<file path="src/memctl_evsel_pkg.sv">
package memctl_evsel_pkg;

    localparam int DATA_W       = 32;
    localparam int STRB_W       = DATA_W / 8;
    localparam int ADDR_W       = 8;
    localparam int NUM_COUNTERS = 4;
    localparam int CTR_IDX_W    = 2;
    localparam int CTR_IDX_LSB  = 2;
    localparam int EV_CODE_W    = 8;
    localparam int QUAL_W       = 8;

    // counter control word layout
    localparam int CTL_CODE_LSB = 0;
    localparam int CTL_QUAL_LSB = 8;
    localparam int CTL_EN_BIT   = 22;
    localparam logic [DATA_W-1:0] CTL_WMASK = 32'h0040_FFFF;
    localparam logic [DATA_W-1:0] CTL_RESET = 32'h0000_0000;

    // event codes
    localparam logic [EV_CODE_W-1:0] EV_PREEMPT     = 8'h08;
    localparam logic [EV_CODE_W-1:0] EV_PRECHARGE   = 8'h02;
    localparam logic [EV_CODE_W-1:0] EV_CAS_PRIO    = 8'hA0;
    localparam logic [EV_CODE_W-1:0] EV_CAS_RANK_LO = 8'hB0;
    localparam logic [EV_CODE_W-1:0] EV_CAS_RANK_HI = 8'hB6;

    // qualifier bit positions; the precharge ones also index the cause vector
    localparam int Q_PAGE_MISS  = 0;
    localparam int Q_PAGE_CLOSE = 1;
    localparam int Q_BYPASS     = 4;
    localparam int PRE_CAUSE_W  = 5;
    localparam int Q_RD_OVER_RD = 0;
    localparam int Q_RD_OVER_WR = 1;
    localparam logic [1:0] PRIO_STARVED = 2'h3;

    // register byte addresses
    localparam logic [ADDR_W-1:0] ADDR_CTL_BASE   = 8'h00;
    localparam logic [ADDR_W-1:0] ADDR_CNT_BASE   = 8'h10;
    localparam logic [ADDR_W-1:0] ADDR_INT_STATUS = 8'h20;
    localparam logic [ADDR_W-1:0] ADDR_INT_MASK   = 8'h24;

    localparam logic [1:0] RESP_OKAY   = 2'h0;
    localparam logic [1:0] RESP_DECERR = 2'h3;

    typedef enum logic [2:0] {
        REG_CTL, REG_CNT, REG_STATUS, REG_MASK, REG_NONE
    } region_t;

    function automatic region_t addr_region(input logic [ADDR_W-1:0] a);
        if (a < ADDR_CNT_BASE)
            return REG_CTL;
        if (a < ADDR_INT_STATUS)
            return REG_CNT;
        if (a[ADDR_W-1:CTR_IDX_LSB] == ADDR_INT_STATUS[ADDR_W-1:CTR_IDX_LSB])
            return REG_STATUS;
        if (a[ADDR_W-1:CTR_IDX_LSB] == ADDR_INT_MASK[ADDR_W-1:CTR_IDX_LSB])
            return REG_MASK;
        return REG_NONE;
    endfunction : addr_region

    function automatic logic [DATA_W-1:0] merge_bytes(
        input logic [DATA_W-1:0] old_word,
        input logic [DATA_W-1:0] new_word,
        input logic [STRB_W-1:0] strb
    );
        logic [DATA_W-1:0] res;
        res = old_word;
        for (int b = 0; b < STRB_W; b++) begin
            if (strb[b])
                res[b*8 +: 8] = new_word[b*8 +: 8];
        end
        return res;
    endfunction : merge_bytes

    function automatic logic is_rank_code(input logic [EV_CODE_W-1:0] c);
        return (c >= EV_CAS_RANK_LO) && (c <= EV_CAS_RANK_HI);
    endfunction : is_rank_code

endpackage : memctl_evsel_pkg

</file>
<file path="src/memctl_event_match.sv">
`timescale 1ns/1ps
module memctl_event_match
    import memctl_evsel_pkg::*;
(
    input  wire logic [EV_CODE_W-1:0]   event_code,
    input  wire logic [QUAL_W-1:0]      qual_mask,
    input  wire logic                   pre_valid,
    input  wire logic                   pre_auto,
    input  wire logic [PRE_CAUSE_W-1:0] pre_cause,
    input  wire logic                   read_over_read,
    input  wire logic                   read_over_write,
    input  wire logic                   cas_valid,
    input  wire logic [1:0]             cas_prio,
    input  wire logic [2:0]             cas_rank,
    input  wire logic [2:0]             cas_bank,
    output logic                        hit
);
    logic [PRE_CAUSE_W-1:0] cause_eff;
    logic [1:0]             preempt_vec;
    logic [2:0]             rank_sel;

    // auto-precharges never count as page miss or page close
    always_comb begin
        cause_eff = pre_cause;
        cause_eff[Q_PAGE_MISS]  = pre_cause[Q_PAGE_MISS] && !pre_auto;  // RULE_02
        cause_eff[Q_PAGE_CLOSE] = pre_cause[Q_PAGE_CLOSE] && !pre_auto; // RULE_03
    end

    always_comb begin
        preempt_vec = '0;
        preempt_vec[Q_RD_OVER_RD] = read_over_read;
        preempt_vec[Q_RD_OVER_WR] = read_over_write;
    end

    assign rank_sel = 3'(event_code - EV_CAS_RANK_LO);

    // one hit per cycle however many selected bits match
    always_comb begin
        hit = 1'b0;
        if (event_code == EV_PRECHARGE)
            hit = pre_valid && |(qual_mask[PRE_CAUSE_W-1:0] & cause_eff); // RULE_01 RULE_04 RULE_09
        else if (event_code == EV_PREEMPT)
            hit = |(qual_mask[1:0] & preempt_vec); // RULE_05
        else if (event_code == EV_CAS_PRIO)
            hit = cas_valid && qual_mask[cas_prio]; // RULE_06
        else if (is_rank_code(event_code))
            hit = cas_valid && (cas_rank == rank_sel) && qual_mask[cas_bank]; // RULE_07
    end

endmodule : memctl_event_match

</file>
<file path="src/memctl_perf_counter.sv">
`timescale 1ns/1ps
module memctl_perf_counter #(
    parameter int WIDTH = 32
) (
    input  wire logic             aclk,
    input  wire logic             aresetn,
    input  wire logic             enable,
    input  wire logic             hit,
    input  wire logic             load,
    input  wire logic [WIDTH-1:0] load_value,
    output logic      [WIDTH-1:0] count,
    output logic                  wrap
);
    logic [WIDTH-1:0] count_reg;
    logic             wrap_reg;
    logic             bump;

    // a software load in the same cycle wins over a hit
    assign bump = enable && hit && !load;

    always_ff @(posedge aclk) begin
        if (!aresetn)
            count_reg <= '0;
        else if (load)
            count_reg <= load_value;
        else if (bump)
            count_reg <= count_reg + WIDTH'(1); // RULE_08
    end

    always_ff @(posedge aclk) begin
        if (!aresetn)
            wrap_reg <= 1'b0;
        else
            wrap_reg <= bump && (&count_reg);
    end

    assign count = count_reg;
    assign wrap  = wrap_reg;

endmodule : memctl_perf_counter

</file>
<file path="src/memctl_event_selector.sv">
// Design decisions made here: the register addresses and the AXI4-Lite slave port.
`timescale 1ns/1ps
// How it works
// RULE_01 - precharge code counts qualified channel precharges
// RULE_02 - bit 0: page-miss precharges, no auto-precharge
// RULE_03 - bit 1: page-close timer precharges, no auto
// RULE_04 - bits 2-4: read, write, bypass precharges
// RULE_05 - preempt bits: read over read, over write
// RULE_06 - priority bits: low, medium, high, starved
// RULE_07 - codes b0-b6: rank read CAS, bank per bit
// RULE_08 - at most one per cycle, counters 0-3
// RULE_09 - any selected match adds exactly one
module memctl_event_selector
    import memctl_evsel_pkg::*;
(
    input  wire logic                   aclk,
    input  wire logic                   aresetn,
    input  wire logic [ADDR_W-1:0]      s_axi_awaddr,
    input  wire logic                   s_axi_awvalid,
    output logic                        s_axi_awready,
    input  wire logic [DATA_W-1:0]      s_axi_wdata,
    input  wire logic [STRB_W-1:0]      s_axi_wstrb,
    input  wire logic                   s_axi_wvalid,
    output logic                        s_axi_wready,
    output logic [1:0]                  s_axi_bresp,
    output logic                        s_axi_bvalid,
    input  wire logic                   s_axi_bready,
    input  wire logic [ADDR_W-1:0]      s_axi_araddr,
    input  wire logic                   s_axi_arvalid,
    output logic                        s_axi_arready,
    output logic [DATA_W-1:0]           s_axi_rdata,
    output logic [1:0]                  s_axi_rresp,
    output logic                        s_axi_rvalid,
    input  wire logic                   s_axi_rready,
    output logic                        irq,
    input  wire logic                   pre_valid,
    input  wire logic                   pre_auto,
    input  wire logic [PRE_CAUSE_W-1:0] pre_cause,
    input  wire logic                   read_over_read,
    input  wire logic                   read_over_write,
    input  wire logic                   cas_valid,
    input  wire logic [1:0]             cas_prio,
    input  wire logic [2:0]             cas_rank,
    input  wire logic [2:0]             cas_bank
);

    logic [DATA_W-1:0]       ctl_reg [NUM_COUNTERS];
    logic [DATA_W-1:0]       cnt_val [NUM_COUNTERS];
    logic [NUM_COUNTERS-1:0] hit_vec;
    logic [NUM_COUNTERS-1:0] wrap_vec;
    logic [NUM_COUNTERS-1:0] cnt_load;
    logic [NUM_COUNTERS-1:0] int_status_reg;
    logic [NUM_COUNTERS-1:0] int_status_next;
    logic [NUM_COUNTERS-1:0] int_mask_reg;
    logic [NUM_COUNTERS-1:0] status_clr;

    logic                    aw_held_reg;
    logic                    w_held_reg;
    logic [ADDR_W-1:0]       awaddr_reg;
    logic [DATA_W-1:0]       wdata_reg;
    logic [STRB_W-1:0]       wstrb_reg;
    logic                    awready_reg;
    logic                    wready_reg;
    logic                    bvalid_reg;
    logic [1:0]              bresp_reg;
    logic                    arready_reg;
    logic                    rvalid_reg;
    logic [DATA_W-1:0]       rdata_reg;
    logic [1:0]              rresp_reg;
    logic                    irq_reg;

    logic                    aw_take;
    logic                    w_take;
    logic                    ar_take;
    logic                    do_write;
    logic                    aw_held_next;
    logic                    w_held_next;
    logic                    bvalid_next;
    logic                    rvalid_next;
    region_t                 wr_region;
    region_t                 rd_region;
    logic [CTR_IDX_W-1:0]    wr_slot;
    logic [CTR_IDX_W-1:0]    rd_slot;
    logic [DATA_W-1:0]       rd_word;
    logic [1:0]              rd_resp;

    // ---------------- write channel ----------------
    assign aw_take   = s_axi_awvalid && awready_reg;
    assign w_take    = s_axi_wvalid && wready_reg;
    // address and data may arrive in either order; both are parked
    assign do_write  = aw_held_reg && w_held_reg && !bvalid_reg;
    assign wr_region = addr_region(awaddr_reg);
    assign wr_slot   = awaddr_reg[CTR_IDX_LSB +: CTR_IDX_W];

    assign aw_held_next = aw_take || (aw_held_reg && !do_write);
    assign w_held_next  = w_take || (w_held_reg && !do_write);
    assign bvalid_next  = do_write || (bvalid_reg && !s_axi_bready);

    always_ff @(posedge aclk) begin
        if (!aresetn) begin
            aw_held_reg <= 1'b0;
            awaddr_reg  <= '0;
        end else begin
            aw_held_reg <= aw_held_next;
            if (aw_take)
                awaddr_reg <= s_axi_awaddr;
        end
    end

    always_ff @(posedge aclk) begin
        if (!aresetn) begin
            w_held_reg <= 1'b0;
            wdata_reg  <= '0;
            wstrb_reg  <= '0;
        end else begin
            w_held_reg <= w_held_next;
            if (w_take) begin
                wdata_reg <= s_axi_wdata;
                wstrb_reg <= s_axi_wstrb;
            end
        end
    end

    // ready drops while a beat is parked or a response is pending
    always_ff @(posedge aclk) begin
        if (!aresetn) begin
            awready_reg <= 1'b0;
            wready_reg  <= 1'b0;
        end else begin
            awready_reg <= !aw_held_next && !bvalid_next;
            wready_reg  <= !w_held_next && !bvalid_next;
        end
    end

    always_ff @(posedge aclk) begin
        if (!aresetn) begin
            bvalid_reg <= 1'b0;
            bresp_reg  <= RESP_OKAY;
        end else begin
            bvalid_reg <= bvalid_next;
            if (do_write)
                bresp_reg <= (wr_region == REG_NONE) ? RESP_DECERR
                                                     : RESP_OKAY;
        end
    end

    // ---------------- register file ----------------
    always_ff @(posedge aclk) begin
        if (!aresetn) begin
            for (int i = 0; i < NUM_COUNTERS; i++)
                ctl_reg[i] <= CTL_RESET;
        end else if (do_write && wr_region == REG_CTL) begin
            ctl_reg[wr_slot] <= merge_bytes(ctl_reg[wr_slot], wdata_reg,
                                            wstrb_reg) & CTL_WMASK;
        end
    end

    always_ff @(posedge aclk) begin
        if (!aresetn)
            int_mask_reg <= '0;
        else if (do_write && wr_region == REG_MASK && wstrb_reg[0])
            int_mask_reg <= wdata_reg[NUM_COUNTERS-1:0];
    end

    // write-one-to-clear; a wrap in the same cycle keeps its bit set
    always_comb begin
        status_clr = '0;
        if (do_write && wr_region == REG_STATUS && wstrb_reg[0])
            status_clr = wdata_reg[NUM_COUNTERS-1:0];
        int_status_next = (int_status_reg & ~status_clr) | wrap_vec;
    end

    always_ff @(posedge aclk) begin
        if (!aresetn)
            int_status_reg <= '0;
        else
            int_status_reg <= int_status_next;
    end

    // one cycle behind the status bit, so the pin is a clean flop
    always_ff @(posedge aclk) begin
        if (!aresetn)
            irq_reg <= 1'b0;
        else
            irq_reg <= |(int_status_reg & int_mask_reg);
    end

    // ---------------- event counters ----------------
    // only the four general counters can see these events
    for (genvar i = 0; i < NUM_COUNTERS; i++) begin : g_ctr
        assign cnt_load[i] = do_write && wr_region == REG_CNT
                             && wr_slot == CTR_IDX_W'(i); // RULE_08

        memctl_event_match u_match (
            .event_code      (ctl_reg[i][CTL_CODE_LSB +: EV_CODE_W]),
            .qual_mask       (ctl_reg[i][CTL_QUAL_LSB +: QUAL_W]),
            .pre_valid       (pre_valid),
            .pre_auto        (pre_auto),
            .pre_cause       (pre_cause),
            .read_over_read  (read_over_read),
            .read_over_write (read_over_write),
            .cas_valid       (cas_valid),
            .cas_prio        (cas_prio),
            .cas_rank        (cas_rank),
            .cas_bank        (cas_bank),
            .hit             (hit_vec[i])
        );

        memctl_perf_counter #(
            .WIDTH (DATA_W)
        ) u_cnt (
            .aclk       (aclk),
            .aresetn    (aresetn),
            .enable     (ctl_reg[i][CTL_EN_BIT]),
            .hit        (hit_vec[i]),
            .load       (cnt_load[i]),
            .load_value (merge_bytes(cnt_val[i], wdata_reg, wstrb_reg)),
            .count      (cnt_val[i]),
            .wrap       (wrap_vec[i])
        );
    end

    // ---------------- read channel ----------------
    assign ar_take     = s_axi_arvalid && arready_reg;
    assign rvalid_next = ar_take || (rvalid_reg && !s_axi_rready);
    assign rd_region   = addr_region(s_axi_araddr);
    assign rd_slot     = s_axi_araddr[CTR_IDX_LSB +: CTR_IDX_W];

    always_comb begin
        rd_word = '0;
        rd_resp = RESP_OKAY;
        unique case (rd_region)
            REG_CTL:    rd_word = ctl_reg[rd_slot];
            REG_CNT:    rd_word = cnt_val[rd_slot];
            REG_STATUS: rd_word = DATA_W'(int_status_reg);
            REG_MASK:   rd_word = DATA_W'(int_mask_reg);
            default:    rd_resp = RESP_DECERR;
        endcase
    end

    always_ff @(posedge aclk) begin
        if (!aresetn) begin
            rvalid_reg  <= 1'b0;
            arready_reg <= 1'b0;
            rdata_reg   <= '0;
            rresp_reg   <= RESP_OKAY;
        end else begin
            rvalid_reg  <= rvalid_next;
            arready_reg <= !rvalid_next;
            if (ar_take) begin
                rdata_reg <= rd_word;
                rresp_reg <= rd_resp;
            end
        end
    end

    assign s_axi_awready = awready_reg;
    assign s_axi_wready  = wready_reg;
    assign s_axi_bvalid  = bvalid_reg;
    assign s_axi_bresp   = bresp_reg;
    assign s_axi_arready = arready_reg;
    assign s_axi_rvalid  = rvalid_reg;
    assign s_axi_rdata   = rdata_reg;
    assign s_axi_rresp   = rresp_reg;
    assign irq           = irq_reg;

    // ---------------- checks on counter 0 and the read channel ----------------
    logic [EV_CODE_W-1:0] code0;
    logic [QUAL_W-1:0]    qual0;
    logic                 en0;

    assign code0 = ctl_reg[0][CTL_CODE_LSB +: EV_CODE_W];
    assign qual0 = ctl_reg[0][CTL_QUAL_LSB +: QUAL_W];
    assign en0   = ctl_reg[0][CTL_EN_BIT];
endmodule : memctl_event_selector

</file>
<file path="config.mk">
export PLATFORM = sky130hd
export DESIGN_NAME = memctl_event_selector
export DESIGN_NICKNAME = d
export VERILOG_FILES = /design/src/memctl_evsel_pkg.sv /design/src/memctl_event_match.sv /design/src/memctl_perf_counter.sv /design/src/memctl_event_selector.sv
export SDC_FILE = /design/constraint.sdc
export NUM_CORES = 1
export LEC_CHECK = 0
export BUFFER_PORTS_ARGS = -buffer_cell sky130_fd_sc_hd__buf_2
export CAP_MARGIN = 20
export CORE_ASPECT_RATIO = 1.1
export CORE_MARGIN = 10
export CORE_UTILIZATION = 50
export CTS_BUF_LIST = sky130_fd_sc_hd__clkbuf_8
export DETAILED_ROUTE_END_ITERATION = 7
export PLACE_DENSITY = 0.7
export SYNTH_ARGS = -nofsm -noshare
export SYNTH_HDL_FRONTEND = slang
export SYNTH_HIERARCHICAL = 1
export SYNTH_SLANG_ARGS = --single-unit
</file>
<file path="constraint.sdc">
create_clock -name aclk -period 2.7 [get_ports aclk]
set_clock_uncertainty 0.05 [all_clocks]
set_input_delay 0.405 -clock aclk [delete_from_list [all_inputs] [get_ports aclk]]
set_output_delay 0.405 -clock aclk [all_outputs]
set_load 0.02 [all_outputs]
</file>
==> results.ini <==
[route]
drt_iter0_drc=2323
drc_errors=0
ant_nets=0
post_drt_wl_per_cell_um=22.8
vias=18356
vias_per_cell=6.36
wl_mm=65.7
drtPass1Iterations=6

[power]
power.leakage_nw=8.17
vdd_drop_max_mv=0.305
clkPwrFrac_pct=44.0
p_int_w=0.00715
switching_share_pct=25.9
powerDensity_nw_per_um2=428
power_frac_comb_pct=7.9
switchingPower_w=0.00250
pwr-share-seq_pct=48.1

[clocking]
cts_sinks=292
clk_transition_reported_paths_ps=60
cts-root-buf=clkbuf_8
cts_tree=built
cts_buffer_depth=3
clk_latency_ps=640
numCtsBuffers=52
h-tree-depth=2

[min_path]
min_path_type=in -> reg
whs_path_depth=3

[grt]
antenna_found_initial=1
grt_pass1_wl_mm=99.3
grt_pass1_vias=17325
overflow=0
grt_max_degree=110
grtUsageTotal_pct=28.2

[final_layout]
antenna_cells=0
drive_above_1_share_pct=25.3
nets=2446
largest_reg_flops=128
syn2layout_area_growth_pct=24.8

[floorplanning]
dieArea_um2=44100
num_rows=72
core_um2=35400
die_w_um=201
die_h_um=219
start_util_pct=51.0
io_pins=119

[setup_path]
startpoint=ctl_reg[0][2]
r2r-end=g_ctr[0].u_cnt/count[19]
endpoint=g_ctr[0].u_cnt/count[19]
r2r_cells=9
critPathLaunchType=flip-flop
critPathRequiredTime_ps=3190
cp_max_fo=7
rrSetupSlack_ps=-270
crit_arrival_ps=3460
end_kind=flip-flop
critical_path_class=reg -> reg
r2r_start=ctl_reg[0][2]

[placement]
pre_cts_slack_ps=-612
portBuffers=114
gp_congestion=0.959
dp_hpwl_mm=46.8

[timing]
fin_crit_ps=2970
clock.fmax_mhz=337
fin_ws_ps=-271
relSlewSlack_pct=40.4
finalCritPeriodShare_pct=110
rsz0062_at_grt=true
finalMaxSlewViolations=0
tightest_slew_ps=881
fin_hold_ws_ps=21.8
setup_viol=64
hold_viol=0

[logic_synthesis]
yosysSeqAreaShare_pct=36.1
async_flop_share_pct=0
syn_inst=2100
synth_area_um2=18100
synth.distinct_cells=63
avgSynthCellArea_um2=8.60
syn_nets=2181
ys_ff_latch=292
synth-edff-count=68
yosysWarningCount=6
synth_ff_type=dfxtp_1

[outcome]
status=finished with violations
violations=negative setup slack

[flow_run]
cap_viol_max_count=0

-- repair_timing --
| item | 4_1_cts | 5_1_grt |
|---|---|---|
| setup endpoints to repair | 92 | 117 |
| resized for setup | 68 | 146 |
| gates cloned | 2 | 0 |
| setup buffers | 22 | 17 |
| pin swaps | 70 | 98 |
| hold buffers | 41 | 0 |
| hold endpoints to repair | 41 | 0 |
-- layout make-up --
type	instances	area [um^2]
fill	3025	12900
multi-input combinational	1527	11200
sequential	292	6530
timing repair buffer	342	2570
clock buffer	69	950
tap	481	602
inverter	150	563
clock inverter	26	115
-- critical path, stage by stage (launching register included) --
cell and delay, ps:
edfxtp_1 500, xnor2_2 210, nand3_2 140, a311oi_2 350
a31oi_2 180, o21ai_4 260, nand4_1 180, or3_4 420
or4_4 440, a31oi_4 160
-- kinds of logic (layout without fill, tap and decap cells) --
family,after synthesis,count (layout),synth area share (%)
muxes,86,86,8.47
xor gates and xnor gates,56,56,2.72
DFF,292,292,36.1
and+or+nand+nor,788,790,24.8
adders and majority gates,4,4,0.277
AOI/OAI and AO/OA,591,591,20.7
buffers and inverters,283,587,6.92
-- worst min-delay path by stage --
stage / start / to / slack [ps]
floorplan: g_ctr[0].u_cnt/wrap / int_status_reg[0] / 370
global placement: g_ctr[2].u_cnt/wrap / int_status_reg[2] / 380
detailed placement: g_ctr[2].u_cnt/wrap / int_status_reg[2] / 380
CTS: s_axi_awaddr[4] / awaddr_reg[4] / 5
global route: s_axi_bready / s_axi_bvalid / 40
finish: s_axi_awaddr[4] / awaddr_reg[4] / 20
-- power by group through the flow --
stage	Clock (W)	Combinational (W)	Sequential, W
after floorplan	0	0.000391	0.00470
after global placement	0	0.000656	0.00473
after detailed placement	0	0.000665	0.00473
after CTS	0.00429	0.000730	0.00464
after global routing	0.00446	0.000816	0.00465
final	0.00425	0.000760	0.00465
-- stage by stage --
step | power, W | util [%] | cells | instance area, um^2 | setup TNS (ps)
floorplan | 0.00509 | - | 2100 | 18100 | -38.0
global placement | 0.00539 | 56.1 | 2722 | 19900 | -30900
detailed placement | 0.00540 | 56.1 | 2722 | 19900 | -39280
CTS | 0.00966 | 61.3 | 2876 | 21700 | -2650
global route | 0.00993 | 63.7 | 2887 | 22500 | -12010
finish | 0.00965 | 63.7 | 2887 | 22500 | -6800
-- cell usage in the layout, fill, tap and decap left out, types with 51 or more instances in the layout --
| cell | instances |
|---|---|
| a31oi_1 | 52 |
| buf_4 | 152 |
| and2_1 | 87 |
| nand2_1 | 233 |
| clkbuf_8 | 69 |
| mux4_2 | 53 |
| edfxtp_1 | 68 |
| a21boi_0 | 51 |
| buf_2 | 113 |
| nand3_1 | 87 |
| o21ai_0 | 259 |
| dfxtp_1 | 224 |
| inv_1 | 168 |
-- synth_stat cells (all sizes together), types with 28 or more instances --
| master | count | area share, % |
|---|---|---|
| o21ai | 280 | 7.8 |
| nand2 | 234 | 4.9 |
| dfxtp | 224 | 25 |
| inv | 146 | 3.0 |
| nand3 | 96 | 2.7 |
| and2 | 92 | 3.2 |
| clkbuf | 84 | 1.7 |
| edfxtp | 68 | 11 |
| a31oi | 56 | 1.9 |
| mux4 | 53 | 6.6 |
| a21boi | 51 | 2.1 |
| nand2b | 48 | 1.7 |
| or4 | 44 | 2.0 |
| nor4 | 42 | 1.8 |
| buf | 41 | 1.6 |
| nand4 | 40 | 1.5 |
| o31ai | 40 | 1.7 |
| xnor2 | 40 | 1.9 |
| nor3 | 38 | 1.1 |
| nor2b | 32 | 1.1 |
| a22oi | 30 | 1.2 |
| mux2i | 29 | 1.6 |
| a21oi | 28 | 0.78 |
| o211a | 28 | 1.6 |
-- layer usage --
layer	vias up	part of all wire (%)	global-route usage [%]
li1	8313	-	-
met1	8862	40	36.6
met2	1003	46	45.0
met3	178	11	5.91
met4	0	3.8	11.7
met5	-	0	0
Note: power is estimated with default switching activity, not from simulation.
